File: config.mk
export PLATFORM = sky130hd
export DESIGN_NAME = eit_terminal_ctrl
export DESIGN_NICKNAME = d
export VERILOG_FILES = /design/src/pkg/eit_pkg.sv /design/src/hw/eit_terminal_ctrl.sv /design/src/hw/eit_word_count.sv /design/src/hw/eit_irq_order.sv
export SDC_FILE = /design/constraint.sdc
export NUM_CORES = 1
export LEC_CHECK = 0
export ABC_AREA = 0
export BUFFER_PORTS_ARGS = -buffer_cell sky130_fd_sc_hd__buf_2
export CAP_MARGIN = 20
export CORE_MARGIN = 2
export CORE_UTILIZATION = 45
export CTS_CLUSTER_SIZE = 25
export DETAILED_ROUTE_END_ITERATION = 10
export PLACE_DENSITY = 0.78
export SLEW_MARGIN = 15
export SYNTH_ARGS = -nofsm -noshare
export SYNTH_HDL_FRONTEND = slang
export SYNTH_SLANG_ARGS = --single-unit
export TNS_END_PERCENT = 100
File: constraint.sdc
create_clock -name clk_sys -period 2.25 [get_ports clk_sys]
set_input_delay 0.225 -clock clk_sys [delete_from_list [all_inputs] [get_ports clk_sys]]
set_output_delay 0.225 -clock clk_sys [all_outputs]
set_load 0.005 [all_outputs]
File: src/pkg/eit_pkg.sv
// Constants, types and helpers for the extended I/O terminal control block.
// Assumes one 20 MHz clock and a synchronous active-high reset.
package eit_pkg;

  // Widths of the command word, the word count and the register address.
  localparam int CMD_W  = 25;
  localparam int CNT_W  = 15;
  localparam int ADDR_W = 3;

  // Register offsets on the plain register port.
  localparam logic [ADDR_W-1:0] REG_CMD    = 3'h0;
  localparam logic [ADDR_W-1:0] REG_COUNT  = 3'h1;
  localparam logic [ADDR_W-1:0] REG_CTL    = 3'h2;
  localparam logic [ADDR_W-1:0] REG_STATUS = 3'h3;
  localparam logic [ADDR_W-1:0] REG_WCOUNT = 3'h4;

  // Command bit n sits at index 23-n; bit 24 carries the direction.
  localparam int CMD_DIR_BIT = 24;
  localparam int CMD_EXT_BIT = 11;
  localparam int CMD_ER_BIT  = 10;
  localparam int CMD_ZC_BIT  = 9;
  localparam int CMD_FN_LO   = 7;

  // Control register bits, each a one-cycle action.
  localparam int CTL_UAR  = 0;
  localparam int CTL_TOP  = 1;
  localparam int CTL_DISC = 2;
  localparam int CTL_TAPE = 3;

  // Terminal function codes (octal 0, 2, 4, 6 in the command word).
  localparam logic [1:0] FN_RD = 2'h0;
  localparam logic [1:0] FN_SD = 2'h1;
  localparam logic [1:0] FN_RP = 2'h2;
  localparam logic [1:0] FN_SP = 2'h3;

  // Reset values.
  localparam logic [CNT_W-1:0] CNT_RST  = 15'h0000;
  localparam logic [CMD_W-1:0] DATA_RST = 25'h0000000;

  // Decoded command fields.
  typedef struct packed {
    logic       dir_out;
    logic       ext;
    logic       record_end_arm;
    logic       zero_count_arm;
    logic [1:0] terminal_function_field;
  } eit_cmd_t;

  // Signals from the buffer side and the peripheral.
  typedef struct packed {
    logic end_of_record;
    logic gap;
    logic fault;
    logic overfill;
    logic underrun;
    logic last_sent;
  } eit_dev_t;

  // With the extended bit clear the arms and function are ignored.
  function automatic eit_cmd_t eit_decode(input logic [CMD_W-1:0] w);
    eit_cmd_t c;
    c.dir_out                 = w[CMD_DIR_BIT];
    c.ext                     = w[CMD_EXT_BIT];
    c.record_end_arm          = w[CMD_EXT_BIT] & w[CMD_ER_BIT];
    c.zero_count_arm          = w[CMD_EXT_BIT] & w[CMD_ZC_BIT];
    c.terminal_function_field = w[CMD_EXT_BIT] ? w[CMD_FN_LO+1:CMD_FN_LO] : FN_RD;
    return c;
  endfunction

endpackage

File: src/hw/eit_terminal_ctrl.sv
// Terminal-condition control of one extended-mode I/O channel.
// Assumes one clock, a synchronous reset, and single-cycle register strobes.
`timescale 1ns/1ps

////////////////////////////////////////////////////////////////////////////////
// Contract
// (RULE_01) Two-bit function field selects termination; 00 is record then disconnect.
// (RULE_02) Record-disconnect input: words after count zero are discarded until record end.
// (RULE_03) Record-disconnect input: record end disconnects and idles the channel.
// (RULE_04) Record-disconnect output: count zero stops output and flags last word.
// (RULE_05) Output record end from device raises armed interrupt, then disconnects.
// (RULE_06) Device fault while connected sets the error indicator.
// (RULE_07) Function 01 transfers until count zero or record end, then disconnects.
// (RULE_08) Count-or-signal input disconnects on count zero or record end, first one.
// (RULE_09) Zero-count disconnect raises both armed interrupts, count-zero first.
// (RULE_10) Count-or-signal output disconnects after count zero and last character sent.
// (RULE_11) Count-or-signal output: early record end disconnects at once.
// (RULE_12) Function 10 transfers one record then proceeds without disconnect.
// (RULE_13) Record-proceed input: record end sets indicator, interrupt, inter-record, stays on.
// (RULE_14) Inter-record: no tape command before gap falls disconnects, no interrupt.
// (RULE_15) Inter-record: interlace use aborted until address reset and interlace reload.
// (RULE_16) Record-proceed output: last word flagged; record end gives interrupt, inter-record.
// (RULE_17) Signal-proceed: count zero raises armed interrupt, transfer continues.
// (RULE_18) Signal-proceed input: buffer overfill before reload sets rate error.
// (RULE_19) Signal-proceed input record end behaves as record-proceed.
// (RULE_20) Signal-proceed output: count zero interrupts and output keeps going.
// (RULE_21) Signal-proceed output: drained buffer with device request sets rate error.
// (RULE_22) Signal-proceed output: terminate after count zero continues as record-proceed.
// (RULE_23) Function field values 0, 2, 4, 6; value 6 is signal then proceed.
// (RULE_24) Extended bit 1 selects extended mode; 0 makes arms and function inert.
// (RULE_25) Arm bits hold for the operation; disconnect clears them.
// (RULE_26) Word count decrements per word moved and detects zero.
module eit_terminal_ctrl (
  // Clock and reset.
  input  wire logic                          clk_sys,
  input  wire logic                          srst,
  // Register port.
  input  wire logic [eit_pkg::ADDR_W-1:0]    addr,
  input  wire logic [eit_pkg::CMD_W-1:0]     wdata,
  input  wire logic                          wr,
  input  wire logic                          rd,
  output logic      [eit_pkg::CMD_W-1:0]     rdata,
  // Interlace and buffer side.
  input  wire logic                          word_move,
  input  wire eit_pkg::eit_dev_t             dev,
  output logic                               xfer_en,
  output logic                               discard,
  output logic                               ilv_abort,
  output logic                               dev_last,
  // Channel state.
  output logic                               ch_active,
  output logic                               dev_disconnect,
  output logic                               irq_zero_count,
  output logic                               irq_end_record
);

  typedef enum logic [2:0] {ST_IDLE, ST_XFER, ST_SKIP, ST_FINAL, ST_INTER} eit_state_t;

  eit_state_t                  state;
  eit_state_t                  next_state;
  eit_pkg::eit_cmd_t           cfg;
  logic [eit_pkg::CNT_W-1:0]   count;
  logic                        zero_hit;
  logic                        err;
  logic                        rate_err;
  logic                        eor_ind;
  logic                        inter;
  logic                        uar_ok;
  logic                        tape_hold;
  logic                        gap_q;
  logic                        disc;
  logic                        zc_req;
  logic                        er_req;
  logic                        go_inter;
  logic                        last_req;

  ////////////////////////////////////////////////////////////////////////////
  // Register decode.

  // Each write strobe becomes a one-cycle action on its own.
  logic cmd_wr;
  logic cnt_wr;
  logic ctl_wr;
  logic uar_cmd;
  logic top_cmd;
  logic disc_cmd;
  logic tape_cmd;
  logic out;
  logic [1:0] fn;
  logic cnt_zero;
  logic gap_fall;
  logic load_ok;

  // Short local names for the function codes.
  localparam logic [1:0] FN_RD_C = eit_pkg::FN_RD;
  localparam logic [1:0] FN_SD_C = eit_pkg::FN_SD;
  localparam logic [1:0] FN_SP_C = eit_pkg::FN_SP;

  assign cmd_wr   = wr && addr == eit_pkg::REG_CMD;
  assign cnt_wr   = wr && addr == eit_pkg::REG_COUNT;
  assign ctl_wr   = wr && addr == eit_pkg::REG_CTL;
  assign uar_cmd  = ctl_wr && wdata[eit_pkg::CTL_UAR];
  assign top_cmd  = ctl_wr && wdata[eit_pkg::CTL_TOP];
  assign disc_cmd = ctl_wr && wdata[eit_pkg::CTL_DISC];
  assign tape_cmd = ctl_wr && wdata[eit_pkg::CTL_TAPE];
  assign out      = cfg.dir_out;
  assign fn       = cfg.terminal_function_field;
  assign cnt_zero = count == '0;
  assign gap_fall = gap_q && !dev.gap;
  // In inter-record a reload only counts after the address reset.
  assign load_ok  = cnt_wr && (state != ST_INTER || uar_ok); // [RULE_15]

  ////////////////////////////////////////////////////////////////////////////
  // Word counter and interrupt ordering.

  eit_word_count #(.W(eit_pkg::CNT_W)) u_count (
    .clk_sys  (clk_sys),
    .srst     (srst),
    .load     (load_ok),
    .load_val (wdata[eit_pkg::CNT_W-1:0]),
    .dec      (word_move && state == ST_XFER),
    .count    (count),
    .zero_hit (zero_hit)
  );

  eit_irq_order u_irq (
    .clk_sys        (clk_sys),
    .srst           (srst),
    .zc_req         (zc_req && cfg.zero_count_arm),
    .er_req         (er_req && cfg.record_end_arm),
    .irq_zero_count (irq_zero_count),
    .irq_end_record (irq_end_record)
  );

  ////////////////////////////////////////////////////////////////////////////
  // Termination decisions.

  // A connect command wins over all; a program disconnect comes next.
  always_comb begin
    next_state = state;
    disc       = 1'b0;
    zc_req     = 1'b0;
    er_req     = 1'b0;
    go_inter   = 1'b0;
    last_req   = 1'b0;
    if (cmd_wr) begin
      next_state = ST_XFER;
    end else if (disc_cmd && state != ST_IDLE) begin
      disc = 1'b1;
    end else begin
      case (state)
        ST_IDLE: begin
          next_state = ST_IDLE;
        end
        ST_XFER: begin
          if (dev.end_of_record) begin
            case (fn) // [RULE_01] [RULE_23]
              FN_RD_C: begin
                er_req = out; // [RULE_05]
                disc   = 1'b1; // [RULE_03]
              end
              FN_SD_C: disc = 1'b1; // [RULE_08] [RULE_11]
              default: begin
                er_req   = 1'b1; // [RULE_13] [RULE_19]
                go_inter = 1'b1;
              end
            endcase
          end else if (zero_hit) begin
            case (fn) // [RULE_07] [RULE_12]
              FN_SD_C: begin
                zc_req = 1'b1;
                if (out) begin
                  next_state = ST_FINAL; // [RULE_10]
                end else begin
                  er_req = 1'b1; // [RULE_09]
                  disc   = 1'b1; // [RULE_08]
                end
              end
              FN_SP_C: zc_req = 1'b1; // [RULE_17] [RULE_20]
              default: begin
                next_state = out ? ST_FINAL : ST_SKIP; // [RULE_02] [RULE_04]
                last_req   = out; // [RULE_04] [RULE_16]
              end
            endcase
          end else if (fn == FN_SP_C && out && cnt_zero && top_cmd) begin
            next_state = ST_FINAL; // [RULE_22]
            last_req   = 1'b1;
          end
        end
        ST_SKIP: begin
          if (dev.end_of_record) begin
            if (fn == FN_RD_C) begin
              disc = 1'b1; // [RULE_03]
            end else begin
              er_req   = 1'b1; // [RULE_13]
              go_inter = 1'b1;
            end
          end
        end
        ST_FINAL: begin
          if (fn == FN_SD_C) begin
            disc = dev.last_sent || dev.end_of_record; // [RULE_10]
          end else if (dev.end_of_record) begin
            er_req = 1'b1; // [RULE_05] [RULE_16]
            if (fn == FN_RD_C) begin
              disc = 1'b1; // [RULE_05]
            end else begin
              go_inter = 1'b1; // [RULE_16] [RULE_22]
            end
          end
        end
        ST_INTER: begin
          if (gap_fall && !tape_hold) begin
            disc = 1'b1; // [RULE_14]
          end else if (load_ok) begin
            next_state = ST_XFER; // [RULE_15]
          end
        end
        default: next_state = ST_IDLE;
      endcase
      if (disc) begin
        next_state = ST_IDLE;
      end else if (go_inter) begin
        next_state = ST_INTER;
      end
    end
  end

  // State register.
  always_ff @(posedge clk_sys) begin
    if (srst) begin
      state <= ST_IDLE;
    end else begin
      state <= next_state;
    end
  end

  ////////////////////////////////////////////////////////////////////////////
  // Command configuration.

  // Arms live for the whole operation and drop at disconnect.
  always_ff @(posedge clk_sys) begin
    if (srst) begin
      cfg <= '0;
    end else if (cmd_wr) begin
      cfg <= eit_pkg::eit_decode(wdata); // [RULE_24]
    end else if (disc) begin
      cfg.record_end_arm <= 1'b0; // [RULE_25]
      cfg.zero_count_arm <= 1'b0; // [RULE_25]
    end
  end

  ////////////////////////////////////////////////////////////////////////////
  // Indicators.

  // Connect clears the indicators, but a same-cycle fault, rate error or signal-proceed count zero still sets err, rate_err or inter.
  always_ff @(posedge clk_sys) begin
    if (srst) begin
      err      <= 1'b0;
      rate_err <= 1'b0;
      eor_ind  <= 1'b0;
      inter    <= 1'b0;
    end else begin
      if (cmd_wr) begin
        err      <= 1'b0;
        rate_err <= 1'b0;
        eor_ind  <= 1'b0;
        inter    <= 1'b0;
      end
      if (state != ST_IDLE && dev.fault) begin
        err <= 1'b1; // [RULE_06]
      end
      if (state == ST_XFER && fn == FN_SP_C && cnt_zero
          && (out ? dev.underrun : dev.overfill)) begin
        err      <= 1'b1; // [RULE_18] [RULE_21]
        rate_err <= 1'b1;
      end
      if (go_inter) begin
        eor_ind <= 1'b1; // [RULE_13]
        inter   <= 1'b1; // [RULE_16]
      end
      if (state == ST_XFER && zero_hit && fn == FN_SP_C) begin
        inter <= 1'b1;
      end
    end
  end

  // Address reset and tape hold only matter inside the inter-record state.
  always_ff @(posedge clk_sys) begin
    if (srst) begin
      uar_ok    <= 1'b0;
      tape_hold <= 1'b0;
      gap_q     <= 1'b0;
    end else begin
      gap_q <= dev.gap;
      if (next_state != ST_INTER) begin
        uar_ok    <= 1'b0;
        tape_hold <= 1'b0;
      end
      if (uar_cmd && state == ST_INTER) begin
        uar_ok <= 1'b1; // [RULE_15]
      end
      if (tape_cmd && state == ST_INTER && dev.gap) begin
        tape_hold <= 1'b1; // [RULE_14]
      end
    end
  end

  ////////////////////////////////////////////////////////////////////////////
  // Registered outputs.

  // Outputs follow the next state so they line up with the state register.
  always_ff @(posedge clk_sys) begin
    if (srst) begin
      ch_active      <= 1'b0;
      xfer_en        <= 1'b0;
      discard        <= 1'b0;
      ilv_abort      <= 1'b0;
      dev_last       <= 1'b0;
      dev_disconnect <= 1'b0;
    end else begin
      ch_active      <= next_state != ST_IDLE;
      xfer_en        <= next_state == ST_XFER;
      discard        <= next_state == ST_SKIP; // [RULE_02]
      ilv_abort      <= next_state == ST_INTER; // [RULE_15]
      dev_last       <= last_req; // [RULE_04]
      dev_disconnect <= disc;
    end
  end

  // Read data stand for exactly one cycle; unmapped reads give zero.
  always_ff @(posedge clk_sys) begin
    if (srst || !rd) begin
      rdata <= eit_pkg::DATA_RST;
    end else begin
      case (addr)
        eit_pkg::REG_STATUS: rdata <= {14'h0000, cfg, state != ST_IDLE, err,
                                       rate_err, eor_ind, inter};
        eit_pkg::REG_WCOUNT: rdata <= {10'h000, count};
        default:             rdata <= eit_pkg::DATA_RST;
      endcase
    end
  end
endmodule

File: src/hw/eit_word_count.sv
// Channel word counter with a zero-reached pulse.
// Assumes load and decrement never come in the same cycle from one source.
`timescale 1ns/1ps
module eit_word_count #(
  parameter int W = 15
) (
  // Clock and reset.
  input  wire logic         clk_sys,
  input  wire logic         srst,
  // Control.
  input  wire logic         load,
  input  wire logic [W-1:0] load_val,
  input  wire logic         dec,
  // State.
  output logic      [W-1:0] count,
  output logic              zero_hit
);

  // A load wins over a move; a move at zero is not counted.
  always_ff @(posedge clk_sys) begin
    if (srst) begin
      count    <= W'(eit_pkg::CNT_RST);
      zero_hit <= 1'b0;
    end else begin
      zero_hit <= 1'b0;
      if (load) begin
        count <= load_val;
      end else if (dec && count != '0) begin
        count    <= count - 1'b1; // [RULE_26]
        zero_hit <= (count == W'(1)); // [RULE_26]
      end
    end
  end

endmodule

File: src/hw/eit_irq_order.sv
// Orders the count-zero and end-of-record interrupt pulses.
// Assumes both requests are already gated by their arm bits.
`timescale 1ns/1ps
module eit_irq_order (
  // Clock and reset.
  input  wire logic clk_sys,
  input  wire logic srst,
  // Requests.
  input  wire logic zc_req,
  input  wire logic er_req,
  // Interrupt pulses.
  output logic      irq_zero_count,
  output logic      irq_end_record
);

  logic pend_er;

  // When both come together the count-zero pulse goes one cycle ahead.
  always_ff @(posedge clk_sys) begin
    if (srst) begin
      irq_zero_count <= 1'b0;
      irq_end_record <= 1'b0;
      pend_er        <= 1'b0;
    end else begin
      irq_zero_count <= zc_req;
      pend_er        <= zc_req & er_req; // [RULE_09]
      irq_end_record <= (er_req & ~zc_req) | pend_er; // [RULE_09]
    end
  end

endmodule

==> flow_summary.ini <==
[outcome]
status = completed

[logic_synthesis]
ys_seq_area_frac = 0.404
synthesis.area_um2 = 2780
ys_types = 58
synth_cells = 322
ys_async_sr_fraction = 0
synth_warnings = 0
avgSynthCellArea_um2 = 8.62
ys.flop_type = dfxtp_1
yosys_register_bits = 56
synth_edf_count = 0

[timing]
fin_ws_ns = 0.0383
hold_viol_final = 0
worstMarginPinSlew_ns = 0.601
maxSlewHeadroom = 0.594
period_share = 0.983
setup_viol = 0
clock_skew_ns = 0.00955
rsz0062_at_grt = true
fin_crit_ns = 2.21
slew_viol_final = 0
max_freq_mhz = 452

[pwr]
fin_total_pwr_mw = 1.85
ir_drop_mv = 0.307
powerDensity_nw_per_um2 = 553
leakage_nw = 1.38

[detailed_routing]
antenna_left = 0
via_per_inst = 5.51
routedWlPerCell_um = 15.4
first_pass_iters = 4
drt-initial-drc-count = 174
finalWirelength_um = 7150
via_count = 2561
drc_errors = 0

[cells_and_area]
utilization = 0.562
fin_area_um2 = 3350
layout-drive-gt1-share = 0.308
nets = 431
fillers = 570
layout_commonest_cell = buf_2
layout_common_cells = buf_2, dfxtp_1, nor2_1
area_delta_synth_final_pct = 20.6
register_area_um2 = 1140
antenna_cells = 0
multi_input_area_um2 = 1530

[clocking]
clock_latency_ns = 0.32
clockBufferDepth = 2
htree_levels = 2
clock_sinks = 56
clkSlewWorstSetupHoldPaths_ns = 0.11
cts_tree = yes
cts-buffers-inserted = 5
cts-root-buf = clkbuf_8

[die]
fp.dieW_um = 82.5
die_y_um = 82.5
initial_utilization = 0.466
ios = 72
rows = 28
dieArea_um2 = 6810
core_um2 = 5960

[critical_path]
path_cells = nor4_4, nand4_2, or4_4, a21o_1, or2_1, nor4_2
reg2reg_to = discard$_SDFF_PP0_
r2r.worst_path.cells = 6
crit_path_end = discard$_SDFF_PP0_
r2r_start = u_count.count[10]$_SDFFE_PP0P_
cp.depth = 6
crit_arrival_ns = 2.45
worstPathRequired_ns = 2.49
critical_path_class = flip-flop to flip-flop
crit_fanout = 4
critPathLaunch = u_count.count[10]$_SDFFE_PP0P_
critPathSlowestCell = or4_4
max_stage_delay_ns = 0.52
critPathLaunchType = flip-flop
critical-path-top-delay-family = simple AND/OR/NAND/NOR gates
endpoint_kind = flip-flop
rrSetupSlack_ns = 0.04
crit_buf_inv = 0

[grt]
overflow = 0
grt_pass1_vias = 2392
antenna_found_initial = 0
grt.total_usage = 0.222
grt_max_degree = 32
grt_first_pass_wirelength_um = 11500

[placement]
dpl.hpwl_um = 5350
place_congestion = 0.882
post_dp_cell_area_um2 = 3190
portBuffers = 52
pre_cts_slack_ns = -0.0255

[worst_hold_path]
hp-class = primary input to flip-flop

[run]
drv_cap = 0
==> per-stage QoR <==
| stage | setup TNS (ns) | cells | hold slack, ns |
|---|---|---|---|
| final | 0 | 465 | 0.129 |
| after global routing | -0.113 | 465 | 0.123 |
| after CTS | 0 | 462 | 0.126 |
| after detailed placement | -0.0255 | 454 | 0.452 |
| after global placement | 0 | 454 | 0.435 |
| after floorplan | 0 | 331 | 0.340 |
==> worst min path at each step <==
stage,depth (start not counted),to,start,slack (ns)
after floorplan,2,uar_ok$_SDFFE_PP0P_,wdata[0],0.34
after global placement,2,u_irq.irq_end_record$_SDFF_PP0_,u_irq.pend_er$_SDFF_PP0_,0.43
after detailed placement,2,cfg[4]$_SDFFE_PP0P_,cfg[4]$_SDFFE_PP0P_,0.45
after CTS,2,u_count.count[1]$_SDFFE_PP0P_,srst,0.13
final,2,u_count.count[1]$_SDFFE_PP0P_,srst,0.13
after global routing,2,u_count.count[1]$_SDFFE_PP0P_,srst,0.12
==> layout make-up <==
cell class / count / area share
inverter: 10 / 0.0112
multi-input combinational: 238 / 0.458
timing repair buffer: 78 / 0.136
tap: 75 / 0.0280
clock buffer: 5 / 0.0206
sequential: 56 / 0.340
clock inverter: 3 / 0.00635
==> timing repair <==
| item | in CTS | in global routing |
|---|---|---|
| hold buffers | 0 | 0 |
| resized for setup | 3 | 16 |
| pin swaps | 0 | 7 |
| setup buffers | 0 | 3 |
| endpoints found under the setup margin | 1 | 5 |
| endpoints found under the hold margin | 0 | 0 |
==> synthesized netlist by cell type (2+ instances only) <==
cell type | instances | area share
nand3_1 | 13 | 0.023
o21ai_1 | 2 | 0.0036
nor3b_1 | 2 | 0.0054
nand2_1 | 25 | 0.034
or4_4 | 2 | 0.0081
nand3b_1 | 2 | 0.0054
nor4_1 | 3 | 0.0068
inv_1 | 10 | 0.014
a311oi_1 | 3 | 0.0095
o21ai_0 | 8 | 0.014
nor2b_1 | 5 | 0.011
or3_1 | 6 | 0.014
or4b_2 | 2 | 0.0072
and2_1 | 6 | 0.014
dfxtp_1 | 56 | 0.40
nand4_1 | 7 | 0.016
nor2_1 | 42 | 0.057
nor4_4 | 2 | 0.015
o211ai_1 | 2 | 0.0054
and3_1 | 5 | 0.011
ha_1 | 3 | 0.014
a21oi_1 | 19 | 0.034
o21a_1 | 2 | 0.0054
nor4bb_1 | 2 | 0.0072
nor4_2 | 3 | 0.014
clkbuf_1 | 14 | 0.019
a22oi_1 | 12 | 0.032
xnor2_1 | 6 | 0.019
nor3_1 | 4 | 0.0072
xor2_1 | 6 | 0.019
a211oi_1 | 11 | 0.030
buf_4 | 11 | 0.030
==> power breakdown <==
part,internal [mW],switching [mW]
Combinational,0.111,0.131
Sequential,1.01,0.0235
Clock,0.222,0.353
==> logic make-up (layout without fill, tap and decap cells) <==
| group | Yosys count | count (layout) | share of synthesized area |
|---|---|---|---|
| adder cells (fa/ha/maj) | 3 | 3 | 0.0135 |
| AND/OR/NAND/NOR | 141 | 141 | 0.293 |
| AO/OA/AOI/OAI | 71 | 71 | 0.179 |
| XOR/XNOR | 12 | 12 | 0.0379 |
| other | 1 | 10 | 0.00135 |
| multiplexers | 1 | 1 | 0.00361 |
| buffers and inverters | 37 | 96 | 0.0681 |
| flip-flops | 56 | 56 | 0.404 |
==> registers in the layout, indices dropped and copies added (netlist names), 2 cells and up <==
| register | count |
|---|---|
| cfg | 3 |
| fn | 2 |
| rdata | 15 |
| state | 3 |
| u_count.count | 15 |
==> metal layers <==
metal	global-route usage	wire [µm]	vias to the layer above
met3	0.0489	468	11
met4	0.0705	118	0
met1	0.286	3190	1194
li1	-	-	1261
met5	0	0	-
met2	0.369	3370	95
Note: power is estimated with default switching activity, not from simulation.
